`src/pkg/lpw_pkg.sv`:
```
// Purpose: Shared constants and types for the low-power wake-up controller.
// Assumes: 20 MHz clock, AXI4-Lite register access with 32-bit data.
// Notes: All offsets, field positions and timing counts live here, plus the timer enable and expiry status reset values.
package lpw_pkg;

    // Register byte offsets.
    localparam logic [3:0] LPW_OFS_CTRL = 4'h0;
    localparam logic [3:0] LPW_OFS_STAT = 4'h4;
    localparam logic [3:0] LPW_OFS_WAKE = 4'h8;

    // Control register field positions.
    localparam int LPW_CTRL_MODE_LO = 0;
    localparam int LPW_CTRL_GEAR = 2;
    localparam int LPW_CTRL_PWR_EN = 3;
    localparam int LPW_CTRL_LOCK = 4;
    localparam int LPW_CTRL_ONE2ONE = 5;
    localparam int LPW_CTRL_TIMER_EN_LO = 8;

    // Status register field positions.
    localparam int LPW_STAT_TIRQ = 0;
    localparam int LPW_STAT_TIMER_EXPIRY_PIN = 1;
    localparam int LPW_STAT_STATE_LO = 8;

    // Mode field encodings.
    localparam logic [1:0] LPW_MODE_NORMAL = 2'h0;
    localparam logic [1:0] LPW_MODE_DOZE = 2'h1;
    localparam logic [1:0] LPW_MODE_SLEEP = 2'h2;
    localparam logic [1:0] LPW_MODE_DEEP = 2'h3;

    // Timer source bit order: real-time clock, periodic timer, time base, decrementer.
    localparam int LPW_NUM_TIMERS = 4;
    localparam logic [3:0] LPW_TIMER_EN_RST = 4'h0;
    localparam logic LPW_TIMER_EXPIRY_PIN_RST = 1'b1;

    // Wake-up latencies. Clock is the maximum system frequency here.
    localparam int LPW_CLK_MHZ = 20;
    localparam int LPW_FAST_WAKE_CYC = 3;
    localparam int LPW_SLEEP_WAKE_CYC = 499;
    localparam int LPW_DEEP_WAKE_CYC = 500;
    localparam int LPW_DEEP_WAKE_1TO1_CYC = 100;

    // AXI4-Lite responses.
    localparam logic [1:0] LPW_RESP_OKAY = 2'h0;
    localparam logic [1:0] LPW_RESP_SLVERR = 2'h2;

    typedef enum logic [6:0] {
        LPW_ST_NORM_HI = 7'h01,
        LPW_ST_NORM_LO = 7'h02,
        LPW_ST_DOZE = 7'h04,
        LPW_ST_SLEEP = 7'h08,
        LPW_ST_DEEP = 7'h10,
        LPW_ST_PDOWN = 7'h20,
        LPW_ST_WAKE = 7'h40
    } lpw_state_e;

    typedef struct packed {
        logic awvalid;
        logic [3:0] awaddr;
        logic wvalid;
        logic [31:0] wdata;
        logic [3:0] wstrb;
        logic bready;
        logic arvalid;
        logic [3:0] araddr;
        logic rready;
    } lpw_axi_req_s;

    typedef struct packed {
        logic awready;
        logic wready;
        logic bvalid;
        logic [1:0] bresp;
        logic arready;
        logic rvalid;
        logic [31:0] rdata;
        logic [1:0] rresp;
    } lpw_axi_rsp_s;

endpackage

```
`src/hw/lpw_ctrl.sv`:
```
// Purpose: Low-power mode sequencer with wake-up and timer-expiry handling.
// Assumes: Inputs synchronous to clk; clk stands for the keep-alive oscillator clock.
// Notes: Software reaches the mode controls over AXI4-Lite.
// How it works
// - Enabled asynchronous wake clears mode, keeps gear.
// - Wake sources: controller, timers, decrementer.
// - Fast modes wake in three to four cycles.
// - Controller wake request is level sensitive.
// - Timer interrupts set sticky pending status.
// - Gear runs low divider unless interrupted.
// - Fall back to normal-low when quiet.
// - Doze wakes on controller interrupt.
// - Deep-sleep wakes on controller or timers.
// - Deep-sleep PLL off; 500 or 100 clocks.
// - Sleep wakes within 500 oscillator cycles.
// - Doze-high wakes in actual clock cycles.
// - Enabled timer interrupt sets expiry status.
// - Hard reset with clear status sets it.
// - Writing one clears expiry status.
// - Expiry pin driven on enabled timer event.
// - Writing one releases the expiry pin.
// - Execution only in normal modes.
// - Mode field decode including deep versus down.
// - Entry needs enable set and lock clear.
//
// Added by the designer: the register addresses and the AXI4-Lite interface to the registers.
`timescale 1ns/1ps
module lpw_ctrl
    import lpw_pkg::*;
#(
    parameter int DEEP_WAKE_CYC = LPW_DEEP_WAKE_CYC,
    parameter int DEEP_WAKE_1TO1_CYC = LPW_DEEP_WAKE_1TO1_CYC
)
(
    // Clock and reset
    input wire logic clk,
    input wire logic rst,
    // Register bus
    input wire lpw_axi_req_s axi_req,
    output lpw_axi_rsp_s axi_rsp,
    // Wake sources
    input wire logic ctrl_wake_req,
    input wire logic [3:0] timer_event,
    input wire logic hard_reset_pin,
    // Power outputs
    output logic timer_expiry_pin,
    output logic pll_enable,
    output logic sys_clk_enable,
    output logic gear_low_active,
    output logic cpu_run
);

    localparam int WCNT_W = 10;

    initial
    begin
        if (DEEP_WAKE_CYC < 1 || DEEP_WAKE_CYC >= (1 << WCNT_W))
            $error("DEEP_WAKE_CYC out of range");
        if (DEEP_WAKE_1TO1_CYC < 1 || DEEP_WAKE_1TO1_CYC >= (1 << WCNT_W))
            $error("DEEP_WAKE_1TO1_CYC out of range");
    end

    typedef struct packed {
        lpw_state_e st;
        logic [1:0] power_mode_select;
        logic gear_select;
        logic power_mgmt_enable;
        logic mode_lock;
        logic one_to_one;
        logic [3:0] timer_en;
        logic timer_irq_status;
        logic timer_expiry_status;
        logic timer_expiry_pin_pin;
        logic hrst_d1;
        logic [WCNT_W-1:0] wcnt;
        logic aw_got;
        logic [3:0] aw_addr;
        logic w_got;
        logic [31:0] w_data;
        logic [3:0] w_strb;
        logic bvalid;
        logic [1:0] bresp;
        logic rvalid;
        logic [31:0] rdata;
        logic [1:0] rresp;
    } lpw_regs_s;

    lpw_regs_s q;
    lpw_regs_s d;

    logic timer_hit;
    logic async_wake;
    logic wr_fire;
    logic rd_fire;
    logic ctrl_wr;
    logic stat_wr;
    logic [31:0] wmask;
    logic [31:0] ctrl_word;
    logic [31:0] ctrl_new;
    logic [31:0] stat_word;
    logic normal_mode;

    always_comb
    begin
        // The whole block runs on the keep-alive clock so it still sees wakes in the deep modes.
        timer_hit = |(timer_event & q.timer_en);
        // A pending timer status keeps the wake alive until software clears it.
        async_wake = ctrl_wake_req | timer_hit | q.timer_irq_status;
        normal_mode = (q.st == LPW_ST_NORM_HI) || (q.st == LPW_ST_NORM_LO);
        wmask = {{8{q.w_strb[3]}}, {8{q.w_strb[2]}}, {8{q.w_strb[1]}}, {8{q.w_strb[0]}}};
        wr_fire = q.aw_got && q.w_got && !q.bvalid;
        rd_fire = axi_req.arvalid && !q.rvalid;
        ctrl_wr = wr_fire && (q.aw_addr == LPW_OFS_CTRL);
        stat_wr = wr_fire && (q.aw_addr == LPW_OFS_STAT);
        ctrl_word = '0;
        ctrl_word[LPW_CTRL_MODE_LO +: 2] = q.power_mode_select;
        ctrl_word[LPW_CTRL_GEAR] = q.gear_select;
        ctrl_word[LPW_CTRL_PWR_EN] = q.power_mgmt_enable;
        ctrl_word[LPW_CTRL_LOCK] = q.mode_lock;
        ctrl_word[LPW_CTRL_ONE2ONE] = q.one_to_one;
        ctrl_word[LPW_CTRL_TIMER_EN_LO +: 4] = q.timer_en;
        ctrl_new = (ctrl_word & ~wmask) | (q.w_data & wmask);
        stat_word = '0;
        stat_word[LPW_STAT_TIRQ] = q.timer_irq_status;
        stat_word[LPW_STAT_TIMER_EXPIRY_PIN] = q.timer_expiry_status;
        stat_word[LPW_STAT_STATE_LO +: 7] = q.st;

        d = q;
        d.hrst_d1 = hard_reset_pin;

        // AXI4-Lite write channel: address and data taken in either order.
        if (axi_req.awvalid && !q.aw_got)
        begin
            d.aw_got = 1'b1;
            d.aw_addr = axi_req.awaddr;
        end
        if (axi_req.wvalid && !q.w_got)
        begin
            d.w_got = 1'b1;
            d.w_data = axi_req.wdata;
            d.w_strb = axi_req.wstrb;
        end
        if (wr_fire)
        begin
            d.aw_got = 1'b0;
            d.w_got = 1'b0;
            d.bvalid = 1'b1;
            d.bresp = (q.aw_addr == LPW_OFS_CTRL || q.aw_addr == LPW_OFS_STAT) ? LPW_RESP_OKAY : LPW_RESP_SLVERR;
        end
        if (q.bvalid && axi_req.bready)
            d.bvalid = 1'b0;

        // Read channel.
        if (rd_fire)
        begin
            d.rvalid = 1'b1;
            d.rresp = LPW_RESP_OKAY;
            case (axi_req.araddr)
                LPW_OFS_CTRL: d.rdata = ctrl_word;
                LPW_OFS_STAT: d.rdata = stat_word;
                LPW_OFS_WAKE: d.rdata = {{(32 - WCNT_W){1'b0}}, q.wcnt};
                default:
                begin
                    d.rdata = '0;
                    d.rresp = LPW_RESP_SLVERR;
                end
            endcase
        end
        if (q.rvalid && axi_req.rready)
            d.rvalid = 1'b0;

        // Control writes. Mode and gear are frozen in doze; mode moves only from normal modes.
        if (ctrl_wr)
        begin
            d.power_mgmt_enable = ctrl_new[LPW_CTRL_PWR_EN];
            d.mode_lock = ctrl_new[LPW_CTRL_LOCK];
            d.one_to_one = ctrl_new[LPW_CTRL_ONE2ONE];
            d.timer_en = ctrl_new[LPW_CTRL_TIMER_EN_LO +: 4];
            if (normal_mode)
            begin
                d.gear_select = ctrl_new[LPW_CTRL_GEAR];
                d.power_mode_select = ctrl_new[LPW_CTRL_MODE_LO +: 2];
            end
        end

        // Write-one clears; a simultaneous event wins over the clear.
        if (stat_wr && q.w_strb[0] && q.w_data[LPW_STAT_TIRQ])
            d.timer_irq_status = 1'b0;
        if (stat_wr && q.w_strb[0] && q.w_data[LPW_STAT_TIMER_EXPIRY_PIN])
        begin
            d.timer_expiry_status = 1'b0;
            d.timer_expiry_pin_pin = 1'b0;
        end
        if (timer_hit)
        begin
            d.timer_irq_status = 1'b1;
            d.timer_expiry_status = 1'b1;
            d.timer_expiry_pin_pin = 1'b1;
        end

        // Mode sequencer.
        case (q.st)
            LPW_ST_NORM_HI, LPW_ST_NORM_LO:
            begin
                // Gear runs low only when nothing is pending and management is on.
                if (q.gear_select && q.power_mgmt_enable && !ctrl_wake_req && !q.timer_irq_status && !timer_hit)
                    d.st = LPW_ST_NORM_LO;
                else
                    d.st = LPW_ST_NORM_HI;
                // Entry only when enabled and unlocked.
                if (q.power_mgmt_enable && !q.mode_lock && !async_wake)
                begin
                    case (q.power_mode_select)
                        LPW_MODE_DOZE: d.st = LPW_ST_DOZE;
                        LPW_MODE_SLEEP: d.st = LPW_ST_SLEEP;
                        LPW_MODE_DEEP: d.st = q.timer_expiry_status ? LPW_ST_DEEP : LPW_ST_PDOWN;
                        default: d.st = d.st;
                    endcase
                end
            end
            LPW_ST_DOZE:
            begin
                // Controller interrupt always ends doze; timers only when enabled.
                if (ctrl_wake_req || timer_hit || q.timer_irq_status)
                begin
                    d.st = LPW_ST_WAKE;
                    d.wcnt = WCNT_W'(LPW_FAST_WAKE_CYC - 1);
                end
            end
            LPW_ST_SLEEP:
            begin
                if (async_wake)
                begin
                    d.st = LPW_ST_WAKE;
                    d.wcnt = WCNT_W'(LPW_FAST_WAKE_CYC - 1);
                end
            end
            LPW_ST_DEEP:
            begin
                if (async_wake)
                begin
                    d.st = LPW_ST_WAKE;
                    // PLL relock time.
                    d.wcnt = q.one_to_one ? WCNT_W'(DEEP_WAKE_1TO1_CYC - 1) : WCNT_W'(DEEP_WAKE_CYC - 1);
                end
            end
            LPW_ST_PDOWN:
            begin
                // Only hard reset leaves power-down.
                if (hard_reset_pin && !q.hrst_d1)
                begin
                    d.timer_expiry_status = 1'b1;
                    d.timer_expiry_pin_pin = 1'b1;
                    d.st = LPW_ST_WAKE;
                    d.wcnt = WCNT_W'(LPW_FAST_WAKE_CYC - 1);
                end
            end
            LPW_ST_WAKE:
            begin
                if (q.wcnt == '0)
                    d.st = LPW_ST_NORM_HI;
                else
                    d.wcnt = q.wcnt - WCNT_W'(1);
            end
            default: d.st = LPW_ST_NORM_HI;
        endcase

        // Leaving any low-power mode clears the mode field but not the gear.
        if (q.st != LPW_ST_WAKE && d.st == LPW_ST_WAKE)
            d.power_mode_select = LPW_MODE_NORMAL;
    end

    always_ff @(posedge clk or posedge rst)
    begin
        if (rst)
        begin
            q <= '0;
            q.st <= LPW_ST_NORM_HI;
            q.timer_en <= LPW_TIMER_EN_RST;
            q.timer_expiry_status <= LPW_TIMER_EXPIRY_PIN_RST;
            q.timer_expiry_pin_pin <= 1'b0;
        end
        else
        begin
            q <= d;
        end
    end

    always_comb
    begin
        axi_rsp.awready = !q.aw_got;
        axi_rsp.wready = !q.w_got;
        axi_rsp.bvalid = q.bvalid;
        axi_rsp.bresp = q.bresp;
        axi_rsp.arready = !q.rvalid;
        axi_rsp.rvalid = q.rvalid;
        axi_rsp.rdata = q.rdata;
        axi_rsp.rresp = q.rresp;
    end

    // External supply logic answers this pin with hard reset.
    assign timer_expiry_pin = q.timer_expiry_pin_pin;
    assign pll_enable = !(q.st == LPW_ST_DEEP || q.st == LPW_ST_PDOWN);
    assign sys_clk_enable = !(q.st inside {LPW_ST_SLEEP, LPW_ST_DEEP, LPW_ST_PDOWN, LPW_ST_WAKE});
    assign gear_low_active = (q.st == LPW_ST_NORM_LO) || (q.st == LPW_ST_DOZE && q.gear_select);
    assign cpu_run = (q.st == LPW_ST_NORM_HI) || (q.st == LPW_ST_NORM_LO);

endmodule

```
`config.mk`:
```
export PLATFORM = sky130hd
export DESIGN_NAME = lpw_ctrl
export DESIGN_NICKNAME = d
export VERILOG_FILES = /design/src/pkg/lpw_pkg.sv /design/src/hw/lpw_ctrl.sv
export SDC_FILE = /design/constraint.sdc
export NUM_CORES = 1
export LEC_CHECK = 0
export BUFFER_PORTS_ARGS = -buffer_cell sky130_fd_sc_hd__clkbuf_2
export CAP_MARGIN = 40
export CORE_UTILIZATION = 35
export CTS_BUF_LIST = sky130_fd_sc_hd__clkbuf_4 sky130_fd_sc_hd__clkbuf_8 sky130_fd_sc_hd__clkbuf_16
export DETAILED_ROUTE_END_ITERATION = 12
export GPL_TIMING_DRIVEN = 0
export SYNTH_ARGS = -nofsm -noshare
export SYNTH_HDL_FRONTEND = slang
export SYNTH_SLANG_ARGS = --single-unit
export TNS_END_PERCENT = 100
```
`constraint.sdc`:
```
create_clock -name clk -period 3 [get_ports clk]
set_input_delay 0.6 -clock clk [delete_from_list [all_inputs] [get_ports clk]]
set_output_delay 0.6 -clock clk [all_outputs]
set_load 0.02 [all_outputs]
```
==> metrics.txt <==
# TYPE chip_impl_metric gauge
chip_impl_metric{name="maxClockFrequency",unit="MHz"} 349
chip_impl_metric{name="cts-root-to-sink-buffers",unit=""} 2
chip_impl_metric{name="antenna_cells",unit=""} 0
chip_impl_metric{name="final_net_count",unit=""} 494
chip_impl_metric{name="maxSlewViolCount",unit=""} 0
chip_impl_metric{name="port_buffers",unit=""} 59
chip_impl_metric{name="pre_cts_ws",unit="ps"} 375
chip_impl_metric{name="place_congestion",unit=""} 0.878
chip_impl_metric{name="critPathRequiredTime",unit="ps"} 2400
chip_impl_info{name="worst_r2r_startpoint",value="q[85]"} 1
chip_impl_info{name="cts.root.buffer_cell",value="sky130_fd_sc_hd__clkbuf_8"} 1
chip_impl_metric{name="routed_wirelength",unit="um"} 8120
chip_impl_metric{name="ys_types",unit=""} 55
chip_impl_info{name="hold_path_class",value="in2async"} 1
chip_impl_metric{name="detail_route.first_pass.iterations",unit=""} 5
chip_impl_metric{name="instances_no_fill",unit=""} 573
chip_impl_metric{name="core-area",unit="sq mm"} 0.00991
chip_impl_info{name="synth.top_cells.by_area",value="sky130_fd_sc_hd__dfrtp_1 (46%), sky130_fd_sc_hd__mux2_2 (8.1%), sky130_fd_sc_hd__buf_4 (7.9%), sky130_fd_sc_hd__o21ai_0 (3.9%), sky130_fd_sc_hd__mux2i_1 (3.6%)"} 1
chip_impl_metric{name="register_to_register_path_setup_slack",unit="ps"} 290
chip_impl_metric{name="dieHeight",unit="um"} 104
chip_impl_info{name="synth.most_common_cell",value="sky130_fd_sc_hd__dfrtp_1"} 1
chip_impl_metric{name="antenna_found_initial",unit=""} 0
chip_impl_metric{name="synth-edff-count",unit=""} 0
chip_impl_metric{name="htree_levels",unit=""} 3
chip_impl_metric{name="fin_setup_tns",unit="ps"} 0
chip_impl_info{name="cp-start-kind",value="register"} 1
chip_impl_metric{name="p_leak",unit="nW"} 2.13
chip_impl_metric{name="grt_pass1_wl",unit="um"} 13200
chip_impl_metric{name="worstSkewPairLatency",unit="ps"} 340
chip_impl_info{name="synth_flop_cell",value="sky130_fd_sc_hd__dfrtp_1"} 1
chip_impl_info{name="cp_cell_instances",value="buf_2 > clkbuf_1 > o21ai_0 > o21ai_0 > mux2_2 > or4_1 > clkbuf_2"} 1
chip_impl_metric{name="filler_cells",unit=""} 977
chip_impl_metric{name="total_grt_overflow",unit=""} 0
chip_impl_info{name="worstReg2RegEnd",value="ctrl_word[0]"} 1
chip_impl_info{name="post_synth_top_cells",value="sky130_fd_sc_hd__dfrtp_1 (66), sky130_fd_sc_hd__buf_4 (38), sky130_fd_sc_hd__o21ai_0 (28), sky130_fd_sc_hd__mux2_2 (26), sky130_fd_sc_hd__nand2_1 (22)"} 1
chip_impl_info{name="clock_tree_from_tritoncts",value="done"} 1
chip_impl_metric{name="post_synth_instance_area",unit="sq mm"} 0.00361
chip_impl_metric{name="synthesis.instances",unit=""} 345
chip_impl_metric{name="vias_in_the_first_global_route",unit=""} 2673
chip_impl_metric{name="detail_route.iter0.violations",unit=""} 123
chip_impl_metric{name="post_drt_via_cell_ratio",unit=""} 4.86
chip_impl_metric{name="numClockSinks",unit=""} 68
chip_impl_metric{name="cp_max_fo",unit=""} 10
chip_impl_metric{name="number_of_setup_buffers_added_after_cts",unit=""} 0
chip_impl_metric{name="grt.total_usage",unit="%"} 15.7
chip_impl_metric{name="worst_slack",unit="ps"} 138
chip_impl_metric{name="postCtsResizedCells",unit=""} 0
chip_impl_metric{name="post_route_worst_hold_slack",unit="ps"} 212
chip_impl_metric{name="vias",unit=""} 2782
chip_impl_metric{name="cts_hold_buffers",unit=""} 0
chip_impl_metric{name="route.detailed.drc",unit=""} 0
chip_impl_metric{name="final_period_minus_worst_setup_slack",unit="ps"} 2860
chip_impl_metric{name="initial_utilization",unit="%"} 36.5
chip_impl_metric{name="worst_clock_skew",unit="ps"} 8.52
chip_impl_metric{name="synth.top_cell.area_share",unit="%"} 45.7
chip_impl_info{name="rsz0062_at_grt",value="false"} 1
chip_impl_metric{name="ys.warnings.count",unit=""} 0
chip_impl_metric{name="setup_viol",unit=""} 0
chip_impl_metric{name="worst-r2r-cell-count",unit=""} 6
chip_impl_metric{name="die_area",unit="sq mm"} 0.0107
chip_impl_metric{name="synth.avg_cell_area",unit="sq um"} 10.5
chip_impl_metric{name="drv.max_cap_violation_count",unit=""} 0
chip_impl_metric{name="ir_worst_vdd",unit="mV"} 0.349
chip_impl_metric{name="ioPinCount",unit=""} 103
chip_impl_metric{name="ys_seq_area_share",unit="%"} 47.1
chip_impl_metric{name="antenna_left",unit=""} 0
chip_impl_metric{name="ys_seq_elements",unit=""} 68
chip_impl_metric{name="asyncSetResetFlopFracSynth",unit="%"} 100
chip_impl_info{name="synth_top_area_cell",value="sky130_fd_sc_hd__dfrtp_1"} 1
chip_impl_metric{name="post-place-cells",unit=""} 557
chip_impl_metric{name="grt_max_degree",unit=""} 46
chip_impl_metric{name="worst_slew_pin_slew",unit="ps"} 911
chip_impl_metric{name="placement_rows",unit=""} 36
chip_impl_info{name="status",value="completed"} 1
chip_impl_metric{name="cpPeakStageDelay",unit="ps"} 420
chip_impl_metric{name="area.growth.synth_to_final",unit="%"} 21.2
chip_impl_metric{name="final_min_period_over_clock_period",unit="%"} 95.4
chip_impl_metric{name="finalHoldViolCount",unit=""} 0
chip_impl_metric{name="wl_per_instance",unit="um"} 14.2
chip_impl_info{name="cpMaxStageDelayCell",value="sky130_fd_sc_hd__or4_1"} 1
chip_impl_metric{name="worst-endpoint-arrival",unit="ps"} 2260
chip_impl_info{name="critical_setup_path_class",value="reg2out"} 1
chip_impl_info{name="end_kind",value="output port"} 1
chip_impl_metric{name="die_width",unit="um"} 104
chip_impl_metric{name="dp_hpwl",unit="um"} 6170
chip_impl_info{name="critPathMostFrequentCell",value="sky130_fd_sc_hd__o21ai_0"} 1
chip_impl_metric{name="post_route_cells_drive_above_1_share",unit="%"} 35.5
chip_impl_metric{name="power_density",unit="mW/mm^2"} 637
chip_impl_metric{name="clkSlewWorstSetupHoldPaths",unit="ps"} 70
chip_impl_metric{name="headroom_to_the_max_slew_limit",unit="%"} 38.4
chip_impl_metric{name="numCtsBuffers",unit=""} 9
==> worst max-delay path: cells and delay by family, from the launching register on <==
| kind | cells | cell delay, ps |
|---|---|---|
| buffers and inverters | 3 | 560 |
| AND/OR/NAND/NOR | 1 | 420 |
| AO/OA/AOI/OAI | 2 | 310 |
| multiplexers | 1 | 270 |
| flip-flops | 1 | 360 |
==> layout by cell type, fill, tap and decap left out, drive strengths merged, types with 5 or more instances in the layout <==
cell,synthesis,routed
clkbuf,11,78
dfrtp,66,66
buf,45,48
o21ai,30,30
mux2,26,26
nand2,22,22
conb,1,19
nor2,15,15
inv,13,15
mux2i,13,13
a21oi,10,10
nor3,7,7
nor2b,6,6
nand3,6,6
a32o,6,6
nor4,6,6
a22o,5,5
==> metal layers <==
metal  part of all wire, %  track usage (%)  vias up
li1                      -                -     1363
met1                    46             19.9     1323
met2                    47             25.1       84
met3                   4.8             3.96       12
met4                   1.6             7.04        0
met5                     0                0        -
==> worst max-delay path by stage <==
stage | startpoint | endpoint | cells after the start | slack (ps)
floorplan | q[109] | register | 5 | 600
global placement | rst | q[42] | 2 | -120
detailed placement | q[85] | ctrl_word[0] | 6 | 380
CTS | q[109] | sys_clk_enable | 7 | 20
global route | q[109] | sys_clk_enable | 6 | 1
finish | q[108] | sys_clk_enable | 7 | 140
==> stage by stage <==
step                      instance area (sq um)  power (W)  util, %
final                                      4380    0.00279     44.2
after global placement                     4140    0.00204     41.8
after global routing                       4380    0.00296     44.2
after detailed placement                   4180    0.00207     42.2
after floorplan                            3680    0.00184        -
after CTS                                  4380    0.00283     44.2
==> cell families after synthesis <==
logic type / after synthesis / synth area share (%)
other: 1 / 0.104
DFF: 68 / 47.1
and+or+nand+nor: 90 / 14.1
adders and majority gates: 2 / 0.692
AOI/OAI and AO/OA: 73 / 13.6
xor gates and xnor gates: 3 / 0.727
buffers and inverters: 69 / 12.0
muxes: 39 / 11.7
==> report_power, final <==
| part | switching [W] | internal (W) |
|---|---|---|
| Combinational | 0.000364 | 0.000370 |
| Sequential | 0.000170 | 0.00114 |
| Clock | 0.000359 | 0.000387 |
==> layout make-up <==
type                       instances  area [sq um]  share of cell area [%]
multi-input combinational        226          1550                    35.3
tap                              133           166                    3.80
clock buffer                       9           124                    2.83
sequential                        68          1700                    38.9
inverter                          13          51.3                    1.17
buffer                            56           387                    8.83
timing repair buffer              61           328                    7.48
clock inverter                     7          75.1                    1.71
(Power assumes the default switching activity.)
